==> src/rtl/rtc_defs.svh <==
// Offsets, field positions, reset values and timing counts of the
// time and date counter bank.
// Assumes inclusion by bare name from every design file that needs it.
`ifndef RTC_DEFS_SVH
`define RTC_DEFS_SVH

`define RTC_OFS_SECONDS 4'h2
`define RTC_OFS_MINUTES 4'h3
`define RTC_OFS_HOURS 4'h4
`define RTC_OFS_DAYS 4'h5
`define RTC_OFS_WEEKDAY 4'h6
`define RTC_OFS_MONTH 4'h7
`define RTC_OFS_YEAR 4'h8

`define RTC_INTEGRITY_BIT 7
`define RTC_MERIDIEM_BIT 5

`define RTC_RST_SECONDS 8'h00
`define RTC_RST_MINUTES 8'h00
`define RTC_RST_HOURS 8'h00
`define RTC_RST_DAYS 8'h01
`define RTC_RST_WEEKDAY 8'h00
`define RTC_RST_MONTH 8'h01
`define RTC_RST_YEAR 8'h00

`define RTC_MASK_SECONDS 8'h7f
`define RTC_MASK_MINUTES 8'h7f
`define RTC_MASK_HOURS 8'h3f
`define RTC_MASK_DAYS 8'h3f
`define RTC_MASK_WEEKDAY 8'h07
`define RTC_MASK_MONTH 8'h1f
`define RTC_MASK_YEAR 8'hff

`define RTC_CLK_HZ 100000000
`define RTC_TICK_HZ 1
`define RTC_TICK_CYCLES (`RTC_CLK_HZ / `RTC_TICK_HZ)

`endif

==> src/rtl/rtc_pkg.sv <==
// Types shared by the counter bank and its helpers.
// Assumes rtc_defs.svh supplies the numeric constants.
package rtc_pkg;
    typedef logic [7:0] rtc_byte_t;
    typedef logic [3:0] rtc_addr_t;

    typedef enum logic [1:0] {
        RTC_TICK_IDLE = 2'b00,
        RTC_TICK_HELD = 2'b01,
        RTC_TICK_APPLY = 2'b10
    } rtc_tick_e;

    typedef struct packed {
        rtc_byte_t seconds;
        rtc_byte_t minutes;
        rtc_byte_t hours;
        rtc_byte_t days;
        rtc_byte_t weekday;
        rtc_byte_t month;
        rtc_byte_t year;
    } rtc_time_s;
endpackage

==> src/rtl/rtc_tick_if.sv <==
// Tick carrier between the divider, the hold logic and the counters.
// Assumes all parties run on the one system clock.
`timescale 1ns/100ps
interface rtc_tick_if;
    logic tick;
    logic advance;
    modport source (output tick);
    modport sink (input tick);
    modport hold (input tick, output advance);
    modport counter (input advance);
endinterface

==> src/rtl/rtc_time_date_counters.sv <==
// Time and date counter bank with byte-wide register port.
// Assumes a serial front end that decodes addresses, raises access_i
// around each whole burst and pulses wr_en_i per written byte.
`timescale 1ns/100ps
`include "rtc_defs.svh"
module rtc_time_date_counters #(
    parameter int unsigned TICK_CYCLES = `RTC_TICK_CYCLES
) (
    input wire logic clk_i, // System clock
    input wire logic reset_i, // Asynchronous reset, high
    input wire logic access_i, // Serial access in progress
    input wire logic wr_en_i, // Write strobe, one cycle
    input wire logic rd_en_i, // Read strobe, one cycle
    input wire rtc_pkg::rtc_addr_t addr_i, // Register offset
    input wire rtc_pkg::rtc_byte_t wr_data_i, // Write data
    input wire logic hour_12_i, // Hour format, 1 = 12-hour
    output rtc_pkg::rtc_byte_t rd_data_o, // Read data, registered
    output logic rd_valid_o, // Read data valid pulse
    output logic tick_o // Applied advance pulse
);
    import rtc_pkg::*;

    // ************************************************************
    // Tick path
    // ************************************************************
    rtc_tick_if tick_bus ();

    rtc_tick_div #(
        .TICK_CYCLES(TICK_CYCLES)
    ) u_div (
        .clk_i(clk_i),
        .reset_i(reset_i),
        .tick_if(tick_bus)
    );

    rtc_tick_hold u_hold (
        .clk_i(clk_i),
        .reset_i(reset_i),
        .access_i(access_i),
        .tick_if(tick_bus)
    );

    // ************************************************************
    // BCD helpers
    // ************************************************************
    function automatic rtc_byte_t bcd_inc(input rtc_byte_t v);
        rtc_byte_t r;
        r = v;
        if (v[3:0] >= 4'h9) begin
            r[3:0] = 4'h0;
            r[7:4] = v[7:4] + 4'h1;
        end else begin
            r[3:0] = v[3:0] + 4'h1;
        end
        return r;
    endfunction

    function automatic rtc_byte_t month_last(input rtc_byte_t mon,
                                              input rtc_byte_t yr);
        rtc_byte_t r;
        logic leap;
        r = 8'h31;
        // BCD year divisible by four: tens even and units 0/4/8, or
        // tens odd and units 2/6; year 00 counts as leap
        leap = yr[4] ? (yr[3:0] == 4'h2 || yr[3:0] == 4'h6)
                     : (yr[1:0] == 2'b00);
        case (mon)
            8'h02: r = leap ? 8'h29 : 8'h28;
            8'h04, 8'h06, 8'h09, 8'h11: r = 8'h30;
            default: r = 8'h31;
        endcase
        return r;
    endfunction

    // ************************************************************
    // Counters
    // ************************************************************
    rtc_time_s tm;
    rtc_time_s next_tm;
    logic integrity;
    logic next_integrity;
    logic hour_12_q;

    always_comb begin
        logic c_min;
        logic c_hr;
        logic c_day;
        logic c_mon;
        logic c_yr;
        rtc_byte_t sec_inc;
        rtc_byte_t hr_inc;
        c_min = 1'b0;
        c_hr = 1'b0;
        c_day = 1'b0;
        c_mon = 1'b0;
        c_yr = 1'b0;
        // Function results cannot be part-selected in place
        sec_inc = bcd_inc({1'b0, tm.seconds[6:0]});
        hr_inc = bcd_inc({3'h0, tm.hours[4:0]});
        next_tm = tm;
        next_integrity = integrity;
        if (tick_bus.advance) begin
            // Carry chain, each stage ripples on its own limit
            if (tm.seconds[6:0] == 7'h59) begin
                next_tm.seconds[6:0] = 7'h00;
                c_min = 1'b1;
            end else begin
                next_tm.seconds[6:0] = sec_inc[6:0];
            end
            if (c_min) begin
                if (tm.minutes == 8'h59) begin
                    next_tm.minutes = 8'h00;
                    c_hr = 1'b1;
                end else begin
                    next_tm.minutes = bcd_inc(tm.minutes);
                end
            end
            if (c_hr) begin
                if (hour_12_q) begin
                    // 11 -> 12 flips meridiem and ends the day when leaving PM; 12 -> 1 keeps meridiem
                    if (tm.hours[4:0] == 5'h12) begin
                        next_tm.hours[4:0] = 5'h01;
                    end else if (tm.hours[4:0] == 5'h11) begin
                        next_tm.hours[4:0] = 5'h12;
                        next_tm.hours[`RTC_MERIDIEM_BIT] =
                            ~tm.hours[`RTC_MERIDIEM_BIT];
                        c_day = tm.hours[`RTC_MERIDIEM_BIT];
                    end else begin
                        next_tm.hours[4:0] = hr_inc[4:0];
                    end
                end else if (tm.hours == 8'h23) begin
                    next_tm.hours = 8'h00;
                    c_day = 1'b1;
                end else begin
                    next_tm.hours = bcd_inc(tm.hours);
                end
            end
            if (c_day) begin
                next_tm.weekday = (tm.weekday >= 8'h06) ? 8'h00
                                  : tm.weekday + 8'h01;
                if (tm.days == month_last(tm.month, tm.year)) begin
                    next_tm.days = 8'h01;
                    c_mon = 1'b1;
                end else begin
                    next_tm.days = bcd_inc(tm.days);
                end
            end
            if (c_mon) begin
                if (tm.month == 8'h12) begin
                    next_tm.month = 8'h01;
                    c_yr = 1'b1;
                end else begin
                    next_tm.month = bcd_inc(tm.month);
                end
            end
            if (c_yr) begin
                next_tm.year = (tm.year == 8'h99) ? 8'h00
                               : bcd_inc(tm.year);
            end
        end
        // Writes only occur inside an access, when counting is frozen
        if (wr_en_i) begin
            case (addr_i)
                `RTC_OFS_SECONDS: begin
                    next_tm.seconds = wr_data_i & `RTC_MASK_SECONDS;
                    next_integrity = wr_data_i[`RTC_INTEGRITY_BIT];
                end
                `RTC_OFS_MINUTES: next_tm.minutes =
                    wr_data_i & `RTC_MASK_MINUTES;
                `RTC_OFS_HOURS: next_tm.hours =
                    wr_data_i & `RTC_MASK_HOURS;
                `RTC_OFS_DAYS: next_tm.days =
                    wr_data_i & `RTC_MASK_DAYS;
                `RTC_OFS_WEEKDAY: next_tm.weekday =
                    wr_data_i & `RTC_MASK_WEEKDAY;
                `RTC_OFS_MONTH: next_tm.month =
                    wr_data_i & `RTC_MASK_MONTH;
                `RTC_OFS_YEAR: next_tm.year =
                    wr_data_i & `RTC_MASK_YEAR;
                default: begin
                end
            endcase
        end
    end

    always_ff @(posedge clk_i or posedge reset_i) begin
        if (reset_i) begin
            tm.seconds <= `RTC_RST_SECONDS;
            tm.minutes <= `RTC_RST_MINUTES;
            tm.hours <= `RTC_RST_HOURS;
            tm.days <= `RTC_RST_DAYS;
            tm.weekday <= `RTC_RST_WEEKDAY;
            tm.month <= `RTC_RST_MONTH;
            tm.year <= `RTC_RST_YEAR;
            integrity <= 1'b1;
            hour_12_q <= 1'b0;
        end else begin
            tm <= next_tm;
            integrity <= next_integrity;
            hour_12_q <= hour_12_i;
        end
    end

    // ************************************************************
    // Read port
    // ************************************************************
    rtc_byte_t next_rd_data;
    rtc_byte_t rd_data_q;
    logic rd_valid_q;
    logic tick_q;

    always_comb begin
        next_rd_data = 8'h00;
        case (addr_i)
            `RTC_OFS_SECONDS: next_rd_data = {integrity,
                                              tm.seconds[6:0]};
            `RTC_OFS_MINUTES: next_rd_data = tm.minutes & `RTC_MASK_MINUTES;
            `RTC_OFS_HOURS: next_rd_data = tm.hours & `RTC_MASK_HOURS;
            `RTC_OFS_DAYS: next_rd_data = tm.days & `RTC_MASK_DAYS;
            `RTC_OFS_WEEKDAY: next_rd_data = tm.weekday & `RTC_MASK_WEEKDAY;
            `RTC_OFS_MONTH: next_rd_data = tm.month & `RTC_MASK_MONTH;
            `RTC_OFS_YEAR: next_rd_data = tm.year;
            default: next_rd_data = 8'h00;
        endcase
    end

    always_ff @(posedge clk_i or posedge reset_i) begin
        if (reset_i) begin
            rd_data_q <= 8'h00;
            rd_valid_q <= 1'b0;
            tick_q <= 1'b0;
        end else begin
            if (rd_en_i) begin
                rd_data_q <= next_rd_data;
            end
            rd_valid_q <= rd_en_i;
            tick_q <= tick_bus.advance;
        end
    end

    assign rd_data_o = rd_data_q;
    assign rd_valid_o = rd_valid_q;
    assign tick_o = tick_q;
endmodule

==> src/rtl/rtc_tick_div.sv <==
// One-second tick divider on the system clock.
// Assumes clk_i at the rate given in rtc_defs.svh; never stops counting.
`timescale 1ns/100ps
`include "rtc_defs.svh"
module rtc_tick_div #(
    parameter int unsigned TICK_CYCLES = `RTC_TICK_CYCLES
) (
    input wire logic clk_i, // System clock
    input wire logic reset_i, // Asynchronous reset, high
    rtc_tick_if.source tick_if // One-cycle second tick
);
    import rtc_pkg::*;

    logic [31:0] count;
    logic [31:0] next_count;
    logic next_tick;
    logic tick_q;

    always_comb begin
        next_count = count + 32'h1;
        next_tick = 1'b0;
        if (count >= TICK_CYCLES - 1) begin
            next_count = 32'h0;
            next_tick = 1'b1;
        end
    end

    always_ff @(posedge clk_i or posedge reset_i) begin
        if (reset_i) begin
            count <= 32'h0;
            tick_q <= 1'b0;
        end else begin
            count <= next_count;
            tick_q <= next_tick;
        end
    end

    assign tick_if.tick = tick_q;
endmodule

==> src/rtl/rtc_tick_hold.sv <==
// Tick hold: keeps one second tick pending while the host has access.
// Assumes access_i is a same-clock level from the serial front end.
`timescale 1ns/100ps
`include "rtc_defs.svh"
module rtc_tick_hold (
    input wire logic clk_i, // System clock
    input wire logic reset_i, // Asynchronous reset, high
    input wire logic access_i, // Serial access in progress
    rtc_tick_if.hold tick_if // Tick in, advance out
);
    import rtc_pkg::*;

    rtc_tick_e state;
    rtc_tick_e next_state;
    logic next_advance;
    logic advance_q;

    always_comb begin
        next_state = state;
        next_advance = 1'b0;
        case (state)
            RTC_TICK_IDLE: begin
                if (tick_if.tick && access_i) begin
                    next_state = RTC_TICK_HELD;
                end else if (tick_if.tick) begin
                    next_advance = 1'b1;
                end
            end
            RTC_TICK_HELD: begin
                // Only one can be stored; a second tick here is lost
                if (!access_i) begin
                    next_state = RTC_TICK_APPLY;
                end
            end
            RTC_TICK_APPLY: begin
                next_advance = 1'b1;
                next_state = RTC_TICK_IDLE;
                if (access_i) begin
                    next_advance = 1'b0;
                    next_state = RTC_TICK_HELD;
                end
            end
            default: begin
                next_state = RTC_TICK_IDLE;
            end
        endcase
    end

    always_ff @(posedge clk_i or posedge reset_i) begin
        if (reset_i) begin
            state <= RTC_TICK_IDLE;
            advance_q <= 1'b0;
        end else begin
            state <= next_state;
            advance_q <= next_advance;
        end
    end

    assign tick_if.advance = advance_q;
endmodule

==> config.mk <==
export PLATFORM = sky130hd
export DESIGN_NAME = rtc_time_date_counters
export DESIGN_NICKNAME = d
export VERILOG_FILES = /design/src/rtl/rtc_pkg.sv /design/src/rtl/rtc_tick_if.sv /design/src/rtl/rtc_time_date_counters.sv /design/src/rtl/rtc_tick_div.sv /design/src/rtl/rtc_tick_hold.sv
export VERILOG_INCLUDE_DIRS = /design/src /design/src/rtl
export SDC_FILE = /design/constraint.sdc
export NUM_CORES = 1
export LEC_CHECK = 0
export BUFFER_PORTS_ARGS = -buffer_cell sky130_fd_sc_hd__buf_2
export CORE_MARGIN = 5
export CORE_UTILIZATION = 45
export CTS_CLUSTER_DIAMETER = 120
export CTS_CLUSTER_SIZE = 12
export DETAILED_ROUTE_END_ITERATION = 8
export SYNTH_ARGS = -nofsm -noshare
export SYNTH_HDL_FRONTEND = slang
export SYNTH_SLANG_ARGS = --single-unit
==> constraint.sdc <==
create_clock -name clk_i -period 7.1 [get_ports clk_i]
set_input_delay 1.42 -clock clk_i [delete_from_list [all_inputs] [get_ports clk_i]]
set_output_delay 1.42 -clock clk_i [all_outputs]
set_load 0.02 [all_outputs]
Yosys cells after proc, flatten, opt, wreduce, memory -nomap -nowiden:

Index checks and enable logic that the tools add are counted.

* memories: 0
* input port bits: 18
* RAM bits: 0
* bits in latches: 0
* logic and storage cells: 146
* output and inout port bits: 10
* register bits: 103
* bits in read-only memories: 0

* div/mod/pow operators: 0
* bitwise operators: 1
* shift-type cells: 0
* $lt $le $gt $ge: 8
* multipliers: 0
* multiplexer cells: 73
* reduce and logical (&&, ||, !) cells: 7
* equal/unequal tests: 26
* $add $sub $neg: 15

Operators with widths (count)
* 8-bit 2-to-1 mux: 18
* 55-bit 2-to-1 mux: 2
* 8-bit one-hot mux with 7 select lines: 1
* 4-bit by 1-bit adder with 4-bit output, second input constant: 11
* 4-bit 2-to-1 mux: 11
* 32-bit by 1-bit adder with 32-bit output, second input constant: 1
* 32-bit by 27-bit >= comparator with 1-bit output, second input constant: 1
* 32-bit 2-to-1 mux: 1
* 1-bit 2-to-1 mux: 27
* 4-bit >= comparator, second input constant: 6
* 4-bit by 3-bit equality test with 1-bit output, second input constant: 5
* 8-bit by 3-bit equality test with 1-bit output, second input constant: 2
* 8-bit by 5-bit equality test with 1-bit output, second input constant: 2
* 16-bit 2-to-1 mux: 1
* 7-bit 2-to-1 mux: 2
* 4-bit by 2-bit equality test with 1-bit output, second input constant: 3
* 5-bit equality test, second input constant: 2
* 5-bit 2-to-1 mux: 2
* 5-bit one-hot mux with 2 select lines: 1
* 8-bit by 1-bit adder with 8-bit output, second input constant: 1
* 8-bit by 2-bit equality test with 1-bit output, second input constant: 1
* 8-bit by 4-bit equality test with 1-bit output, second input constant: 1
* 8-bit by 6-bit equality test with 1-bit output, second input constant: 1
* 8-bit by 7-bit equality test with 1-bit output, second input constant: 1
* other kinds (22): 26

Longest topological paths before layout:

Gate-level depths: netlist of the first run.

* depth after elaboration: 19
* gate-level depth with buffers: 13
* gate-level depth less buffers: 12

Cells and area by module:

From an unflattened synthesis of the first run, not the netlist that was laid out.

* cells, all modules: 717
* area, all modules: 6518.8 µm²

By module, submodules not included
* rtc_time_date_counters: area each 4720.8 µm², cells an instance 543, instances 1
* rtc_tick_div: area each 1676.6 µm², cells an instance 164, instances 1
* rtc_tick_hold: area each 121.4 µm², cells an instance 10, instances 1

Worst setup path after synthesis of the first run:

Ideal clock, no wire load.

* kind: input port to flip-flop
* from: input port addr_i[1]
* to: register tm[51] in the netlist's numbering
* stages: 6
* slack: 4.041 ns
* arrival time: 2.938 ns
* setup time: 0.121 ns
* path buffers: 2
* cells stage by stage: clkbuf_1 nor4b_2 and2_1 clkbuf_1 nor2_1 a22o_1

RTL lines
* start: declaration: RTL line rtc_time_date_counters.sv:14 `input wire rtc_pkg::rtc_addr_t addr_i,`
* end signal: assignment: RTL line rtc_time_date_counters.sv:198 `tm <= next_tm;`
* end: declaration: RTL line rtc_time_date_counters.sv:78 `rtc_time_s tm;`

==> results of run 1 <==
[path summary, 6_finish.rpt]
kind                                        from                         to  cells past startpoint
setup / recovery                       addr_i[2]           tm[27]$_DFF_PP0_                      5
hold / removal             integrity$_DFFE_PP1P_      integrity$_DFFE_PP1P_                      2
setup reg to reg                tm[33]$_DFF_PP0_           tm[11]$_DFF_PP0_                     11
hold reg to reg            integrity$_DFFE_PP1P_      integrity$_DFFE_PP1P_                      2
max in group asynchronous                reset_i           tm[44]$_DFF_PP0_                      3
min in group asynchronous                reset_i  u_div.count[23]$_DFF_PP0_                      2
[worst max-delay path: cells and delay by family]
family | cells | cell delay (ps)
and+or+nand+nor | 3 | 1420
AOI/OAI and AO/OA | 1 | 230
buffers and inverters | 1 | 210
[Yosys cell counts, types with 4 or more instances]
cell type    n  area share
a31oi_1      8      0.0079
nand2_1     79       0.047
and3_1      16       0.016
clkbuf_1    16      0.0094
nor3_1      15       0.012
xor2_1      20       0.028
and2_1       8      0.0079
buf_2        4      0.0031
nand2b_1     8      0.0079
mux2_2       4      0.0071
a22o_1       5      0.0069
nor4_1       4      0.0039
o21ai_1      5      0.0039
a22oi_1      5      0.0059
nor3b_1      8      0.0094
inv_1       38       0.022
o21ai_0     34       0.027
ha_1        38       0.075
dfrtp_1    100        0.39
nor2_1      83       0.049
xnor2_1     14       0.019
nand3_1     19       0.015
o31ai_1      9       0.011
a21oi_1     32       0.025
o21a_1       7      0.0083
a41oi_1      8       0.011
o22ai_1     11       0.011
or3_1        7      0.0069
nand4_1      9      0.0088
mux2i_1      9       0.014
a32oi_1      6      0.0083
nor2b_1      7      0.0069
[sequential cells by signal (all words and copies together), names as in the netlist]
register / flops
rd_data_o: 8
rd_valid_o: 1
u_div.tick_if.tick: 1
hour_12_q: 1
u_div.count: 32
tick_o: 1
u_hold.tick_if.advance: 1
integrity: 1
tm: 55
u_hold.state: 2
[stage by stage]
stage	std cells	setup WS, ps	util
2_1_floorplan	712	2980	-
3_3_place_gp	895	3790	0.478
3_5_place_dp	895	3740	0.478
4_1_cts	911	4060	0.501
5_1_grt	911	3770	0.501
6_report	911	4000	0.501
[cell type report]
type / instances / area, um2
clock buffers: 9 / 225
inverters: 39 / 149
repair buffers: 29 / 150
multi-input cells: 544 / 3520
well taps: 180 / 225
flip-flops and latches: 103 / 2580
clock inverters: 7 / 100
fillers: 1355 / 6930
[metal layers]
layer	track usage	share of wire	vias to the layer above
met2	0.300	0.44	178
met5	0	0	-
met1	0.292	0.47	2589
li1	-	-	2558
met4	0.0611	0.021	0
met3	0.0494	0.063	30
[power by group through the flow]
stage                     Combinational, mW  Clock (mW)  Sequential, mW
final                                 0.397       0.540           0.816
after detailed placement              0.395           0           0.822
after CTS                             0.398       0.557           0.812
after floorplan                       0.325           0           0.766
after global routing                  0.459       0.575           0.830
after global placement                0.381           0           0.822
[cells by family after synthesis]
group	count (synthesis)	share of synthesized area
buffers and inverters	65	0.0432
other	1	0.000589
muxes	13	0.0212
AOI/OAI and AO/OA	161	0.171
DFF	103	0.405
xor gates and xnor gates	34	0.0468
adders and majority gates	38	0.0747
and+or+nand+nor	293	0.237
==> results.py, run 1 <==
metrics = {
    "status": {
        "status": "finished, final reports clean",
    },
    "setup_path": {
        "slowest_delay_ps": 1020,
        "cp_slowest_cell": "nor3b_1",
        "critPathCaptureType": "register",
        "worstPathRequired_ps": 7280,
        "cp.arrival_ps": 3280,
        "cp_cell_sequence": "buf_2 -> and2b_1 -> nand2_1 -> nor3b_1 -> o41ai_1",
        "path_class": "in2reg",
        "start_kind": "input port",
        "cp_max_fo": 12,
        "r2r_slack_ps": 4040,
    },
    "clocking": {
        "cts-resized-gates": 0,
        "cts_tree": "built",
        "numCtsBuffers": 9,
        "root_buffer": "clkbuf_16",
        "h-tree-depth": 3,
        "clkTransAtPathRegs_ps": 80,
        "clock_sinks": 103,
        "cts_setup_buffers": 0,
        "clock_latency_ps": 360,
        "cts_hold_buffers": 0,
        "clock_tree.buffer_depth": 2,
    },
    "logic_synthesis": {
        "ys_warn_count": 0,
        "synthFlopType": "dfrtp_1",
        "synth_area_um2": 6370,
        "synth_cell_types": 74,
        "synth-seq-area-share": 0.405,
        "synth-async-reset-ratio": 1.00,
        "synth_edf_count": 0,
        "synth_area_per_cell_um2": 8.99,
        "ys_ff_latch": 103,
        "syn_inst": 708,
    },
    "worst_hold_path": {
        "hold_class": "reg2reg",
    },
    "pwr": {
        "pwr-share-seq": 0.465,
        "clkPwrFrac": 0.308,
        "ir_worst_vdd_uv": 182,
        "comb_power_share": 0.227,
        "netSwitchingPower_mw": 0.624,
        "p_sw_frac": 0.356,
        "fin_total_pwr_mw": 1.75,
        "power_density_nw_per_um2": 252,
        "p_int_mw": 1.13,
        "leakagePower_nw": 2.97,
    },
    "sta": {
        "tns_ps": 0,
        "max_freq_mhz": 323,
        "slew_viol_final": 0,
        "worst_pin_slew_ps": 1270,
        "slew_headroom": 0.153,
        "setup_viol": 0,
        "clock_skew_ps": 11.5,
        "hold_slack_ps": 478,
        "fin_crit_sh": 0.437,
        "rsz0062_at_grt": "false",
        "final_hold_viol_count": 0,
        "post-route-min-period_ps": 3100,
    },
    "layout": {
        "fin_area_um2": 6960,
        "nNetsFinal": 782,
        "antennaDiodeCount": 0,
        "final_layout_size_suffix_gt1_frac": 0.0985,
        "final_common_cell": "dfrtp_1",
        "layout_common_cells": "100 x dfrtp_1, 83 x nor2_1, 79 x nand2_1",
        "area_growth_pct": 9.26,
    },
    "die": {
        "die_area_um2": 16600,
        "num_io_pins": 28,
        "die_y_um": 129,
        "rows": 43,
        "core-area_um2": 13900,
        "start_util": 0.459,
        "dieWidth_um": 129,
    },
    "drt": {
        "vias_per_cell": 5.88,
        "totalWireLength_um": 16100,
        "drtIter0Drc": 509,
        "drc": 0,
        "wl_per_cell_um": 17.6,
        "ant_nets": 0,
        "firstDrtPassIters": 8,
        "via_count": 5355,
    },
    "placed_design": {
        "io_buffers": 27,
        "dp_hpwl_um": 11400,
        "place_area_um2": 6630,
        "gp_congestion": 0.914,
    },
    "job": {
        "drv_cap": 0,
    },
    "global_routing": {
        "grt_max_degree": 82,
        "antenna_found_initial": 0,
        "grt_pass1_vias": 5099,
        "grt_pass1_wl_um": 26600,
        "grt-ovfl-total": 0,
        "gr-usage-all-layers": 0.202,
    },
}
No activity file was read; power rests on OpenSTA's default activity.
==> inputs of run 2 (changes only) <==
==> constraint.sdc (replaced) <==
create_clock -name clk_i -period 2.8 [get_ports clk_i]
set_input_delay 0.56 -clock clk_i [delete_from_list [all_inputs] [get_ports clk_i]]
set_output_delay 0.56 -clock clk_i [all_outputs]
set_load 0.02 [all_outputs]
==> run 2 against run 1 <==
Final area grew 2.5%. First-iteration DRC count shrank 25%. Clock skew shrank 2.9 ps. Flip-flop and latch count is the same. Hold slack lost 170 ps. Combinational power grew to 2.7 times the previous value. Critical path depth grew 3. Die area is the same. Non-clock buffer count grew 20. Critical path type is now reg2reg. Critical endpoint is now tm[6]$_DFF_PP0_.
==> results.py, run 2 (synthesized netlist as in run 1, its figures left out) <==
metrics = {
    "status": {
        "status": "finished, final reports clean",
    },
    "job": {
        "drv_cap": 0,
    },
    "placed_design": {
        "place_area_um2": 6790,
        "dpl_worst_slack_ps": 198,
        "io_buffers": 27,
        "dp_hpwl_um": 11600,
        "gp_congestion": 0.907,
    },
    "pwr": {
        "ir_worst_vdd_uv": 452,
        "power_density_nw_per_um2": 627,
        "leakagePower_nw": 3.07,
    },
    "clocking": {
        "clock_tree.buffer_depth": 2,
        "root_buffer": "clkbuf_16",
        "clock_sinks": 103,
        "cts-resized-gates": 0,
        "cts_setup_buffers": 0,
        "cts_tree": "built",
        "numCtsBuffers": 9,
        "clock_latency_ps": 360,
        "h-tree-depth": 3,
        "cts_hold_buffers": 0,
        "clkTransAtPathRegs_ps": 80,
    },
    "sta": {
        "final_hold_viol_count": 0,
        "setup_viol": 0,
        "worst_pin_slew_ps": 553,
        "max_freq_mhz": 380,
        "fin_crit_sh": 0.939,
        "slew_viol_final": 0,
        "worst_slack_ps": 170,
        "clock_skew_ps": 8.66,
        "post-route-min-period_ps": 2630,
        "slew_headroom": 0.629,
        "rsz0062_at_grt": "false",
        "hold_slack_ps": 309,
        "tns_ps": 0,
    },
    "layout": {
        "top_register": "tm",
        "register_area_um2": 2580,
        "nNetsFinal": 802,
        "largest_register_ffs": 55,
        "antennaDiodeCount": 0,
        "area_growth_pct": 12.0,
        "multiInputGateArea_um2": 3540,
        "layout_common_cells": "100 x dfrtp_1, 82 x nor2_1, 79 x nand2_1",
        "fin_area_um2": 7130,
        "final_common_cell": "dfrtp_1",
        "final_layout_size_suffix_gt1_frac": 0.126,
        "n_fill_cell": 1316,
        "final_util": 0.514,
    },
    "die": {
        "die_y_um": 129,
        "rows": 43,
        "start_util": 0.459,
        "dieWidth_um": 129,
        "num_io_pins": 28,
        "core-area_um2": 13900,
        "die_area_um2": 16600,
    },
    "drt": {
        "drc": 0,
        "via_count": 5316,
        "totalWireLength_um": 16100,
        "ant_nets": 0,
        "firstDrtPassIters": 7,
        "vias_per_cell": 5.71,
        "wl_per_cell_um": 17.3,
        "drtIter0Drc": 382,
    },
    "setup_path": {
        "cp_max_fo": 7,
        "cp_cell_sequence": "ha_1 -> nor4bb_2 -> xnor2_1 -> a21oi_2 -> nor2_4 -> o2111ai_2 -> or4_1 -> a31oi_1",
        "path_buf_inv": 0,
        "start_kind": "register",
        "critPathLaunch": "tm[8]$_DFF_PP1_",
        "cp_slowest_cell": "dfstp_2",
        "rr_startpoint": "tm[8]$_DFF_PP1_",
        "slowest_delay_ps": 610,
        "cp.arrival_ps": 2900,
        "critPathCaptureType": "register",
        "path_class": "reg2reg",
        "cpLargestDelayFamily": "simple AND/OR/NAND/NOR gates",
        "worstPathRequired_ps": 3070,
    },
    "worst_hold_path": {
        "hold_class": "in2reg",
        "worstHoldStart": "hour_12_i",
    },
    "global_routing": {
        "grt_pass1_vias": 4964,
        "grt-ovfl-total": 0,
        "antenna_found_initial": 0,
        "grt_max_degree": 104,
        "gr-usage-all-layers": 0.202,
        "grt_pass1_wl_um": 26600,
    },
}
run 2: layout make-up:
| class | instances | area share |
|---|---|---|
| Timing Repair Buffer | 49 | 0.0439 |
| Inverter | 39 | 0.0211 |
| Multi-Input combinational cell | 544 | 0.496 |
| Sequential cell | 103 | 0.362 |
| Clock buffer | 9 | 0.0316 |
| Clock inverter | 7 | 0.0140 |
| Tap cell | 180 | 0.0316 |
run 2: power breakdown:
group / switching [mW] / internal, mW
Sequential: 0.332 / 1.70
Clock: 0.648 / 0.724
Combinational: 0.600 / 0.464
run 2: routing by layer:
metal  track usage  vias up  routed length [um]
met5             0        -                   0
met4        0.0519        0                 252
met3        0.0452       17                 800
met2         0.298      141                7060
met1         0.301     2558                7990
li1              -     2600                   -
run 2: worst paths after layout:
check	endpoint	slack (ps)	depth (start not counted)
max in group asynchronous	tm[47]$_DFF_PP0_	2030	3
hold / removal	hour_12_q$_DFF_PP0_	310	1
min in group asynchronous	tm[23]$_DFF_PP0_	340	3
setup / recovery	tm[6]$_DFF_PP0_	170	8
setup reg to reg	tm[6]$_DFF_PP0_	170	8
hold reg to reg	u_div.count[0]$_DFF_PP0_	480	1
run 2: per-stage QoR:
step | total power, mW | instances
global route | 4.77 | 931
finish | 4.47 | 931
floorplan | 2.77 | 712
global placement | 3.08 | 915
CTS | 4.51 | 931
detailed placement | 3.12 | 915
run 2: worst reg2reg max path, cell delays in order (launching register included):
cell	delay, ps
dfstp_2	610
ha_1	270
nor4bb_2	350
xnor2_1	170
a21oi_2	110
nor2_4	180
o2111ai_2	210
or4_1	440
a31oi_1	200
==> inputs of run 3 (changes only) <==
==> constraint.sdc (replaced) <==
create_clock -name clk_i -period 3.3 [get_ports clk_i]
set_input_delay 0.165 -clock clk_i [delete_from_list [all_inputs] [get_ports clk_i]]
set_output_delay 0.165 -clock clk_i [all_outputs]
set_load 0.02 [all_outputs]
==> run 3 against run 2 <==
Utilization shrank 0.78 points. Register-to-register slack improved by 170 ps. Cell count fell by 1.3%. Non-clock buffer count is 12 lower. First-iteration DRC count increased by 0.26%. Power shrank 16%. Combinational power is 17% lower. Maximum frequency down 11%. Via count down 0.64%. Largest cell class unchanged. Highest routed layer unchanged.
==> results.py, run 3 (synthesized netlist as in run 1, its figures left out) <==
metrics = {
    "setup_path": {
        "worstPathRequired_ps": 3580,
        "r2r_slack_ps": 340,
        "path_class": "reg2reg",
        "start_kind": "register",
        "cp_max_fo": 12,
        "rr_startpoint": "tm[33]$_DFF_PP0_",
        "r2r_cells": 12,
        "cp.arrival_ps": 3240,
        "critPathCaptureType": "register",
        "r2r_end": "tm[6]$_DFF_PP0_",
    },
    "pwr": {
        "netSwitchingPower_mw": 1.32,
        "power_density_nw_per_um2": 534,
        "leakagePower_nw": 3.01,
        "p_sw_frac": 0.351,
        "p_int_mw": 2.43,
        "comb_power_share": 0.234,
        "pwr-share-seq": 0.463,
        "clkPwrFrac": 0.303,
        "fin_total_pwr_mw": 3.75,
        "ir_worst_vdd_uv": 303,
    },
    "sta": {
        "rsz0062_at_grt": "false",
        "fin_crit_sh": 0.897,
        "setup_viol": 0,
        "slew_viol_final": 0,
        "post-route-min-period_ps": 2960,
        "worst_pin_slew_ps": 1180,
        "worst_slack_ps": 339,
        "clock_skew_ps": 9.13,
        "max_freq_mhz": 338,
        "slew_headroom": 0.214,
        "final_hold_viol_count": 0,
        "tns_ps": 0,
    },
    "clocking": {
        "clock_latency_ps": 360,
        "cts_setup_buffers": 0,
        "numCtsBuffers": 9,
        "cts_tree": "built",
        "clock_tree.buffer_depth": 2,
        "root_buffer": "clkbuf_16",
        "h-tree-depth": 3,
        "clock_sinks": 103,
        "cts-resized-gates": 0,
        "clkTransAtPathRegs_ps": 80,
    },
    "drt": {
        "vias_per_cell": 5.75,
        "totalWireLength_um": 16000,
        "drtIter0Drc": 383,
        "drc": 0,
        "via_count": 5282,
        "wl_per_cell_um": 17.4,
        "ant_nets": 0,
        "firstDrtPassIters": 6,
    },
    "die": {
        "die_y_um": 129,
        "start_util": 0.459,
        "num_io_pins": 28,
        "rows": 43,
        "core-area_um2": 13900,
        "dieWidth_um": 129,
        "die_area_um2": 16600,
    },
    "layout": {
        "top_register": "tm",
        "final_common_cell": "dfrtp_1",
        "largest_register_ffs": 55,
        "fin_area_um2": 7020,
        "layout_common_cells": "100 x dfrtp_1, 83 x nor2_1, 79 x nand2_1",
        "nNetsFinal": 790,
        "n_fill_cell": 1335,
        "area_growth_pct": 10.3,
        "antennaDiodeCount": 0,
        "final_layout_size_suffix_gt1_frac": 0.104,
    },
    "global_routing": {
        "gr-usage-all-layers": 0.203,
        "grt-ovfl-total": 0,
        "grt_pass1_wl_um": 26800,
        "grt_pass1_vias": 5158,
        "antenna_found_initial": 0,
        "grt_max_degree": 54,
    },
    "status": {
        "status": "finished, final reports clean",
    },
    "placed_design": {
        "gp_congestion": 0.896,
        "place_area_um2": 6680,
        "dp_hpwl_um": 11700,
        "dpl_worst_slack_ps": 383,
        "io_buffers": 27,
    },
    "worst_hold_path": {
        "hold_class": "in2reg",
        "holdPathEnd": "rd_valid_o$_DFF_PP0_",
        "worstHoldStart": "rd_en_i",
        "min_path_cells": 1,
    },
    "job": {
        "drv_cap": 0,
    },
}
==> run 3: layer usage <==
layer	wire length (um)	track usage
met2	7240	0.307
met4	209	0.0506
met5	0	0
met3	916	0.0415
met1	7670	0.298
==> run 3: worst max-delay path, cell delays in order, from the launching register on <==
cell	delay, ps
dfrtp_1	430
inv_1	110
ha_1	190
nand2_1	60
nor2_1	220
ha_1	200
nand2_1	60
nor2_1	220
o211ai_2	290
nor2_4	260
o2111ai_2	210
or4_1	450
a31oi_1	180
==> run 3: stage by stage <==
stage | utilization | instances | hold slack (ps)
3_3_place_gp | 0.481 | 900 | 274
2_1_floorplan | - | 712 | 196
6_report | 0.506 | 919 | 23.5
3_5_place_dp | 0.481 | 900 | 278
5_1_grt | 0.506 | 919 | 13.6
4_1_cts | 0.506 | 919 | 10.1
==> run 3: power groups by stage <==
| stage | clock network [mW] | logic [mW] | registers [mW] |
|---|---|---|---|
| finish | 1.14 | 0.875 | 1.74 |
| global route | 1.23 | 1.00 | 1.77 |
| CTS | 1.17 | 0.877 | 1.73 |
| detailed placement | 0 | 0.867 | 1.75 |
| global placement | 0 | 0.841 | 1.74 |
| floorplan | 0 | 0.699 | 1.65 |
==> run 3: how the worst max path moves through the flow <==
stage | startpoint | cells past startpoint | to
after global routing | tm[33]$_DFF_PP0_ | 12 | tm[6]$_DFF_PP0_
final | tm[33]$_DFF_PP0_ | 12 | tm[6]$_DFF_PP0_
after detailed placement | tm[33]$_DFF_PP0_ | 12 | tm[6]$_DFF_PP0_
after CTS | tm[33]$_DFF_PP0_ | 12 | tm[6]$_DFF_PP0_
after floorplan | reset_i | 1 | hour_12_q$_DFF_PP0_
after global placement | tm[33]$_DFF_PP0_ | 12 | tm[6]$_DFF_PP0_
==> run 3: final cells by class <==
class	count	area [um2]	share of cell area
sequential	103	2580	0.367
multi-input combinational	544	3520	0.502
tap	180	225	0.0321
clock inverter	7	88.8	0.0126
clock buffer	9	225	0.0321
inverter	39	149	0.0212
timing repair buffer	37	230	0.0328
==> run 3: timing repair <==
action                                  4_1_cts  5_1_grt
hold buffers                                  3        0
endpoints found under the hold margin        51        0
endpoints found under the setup margin        0        0
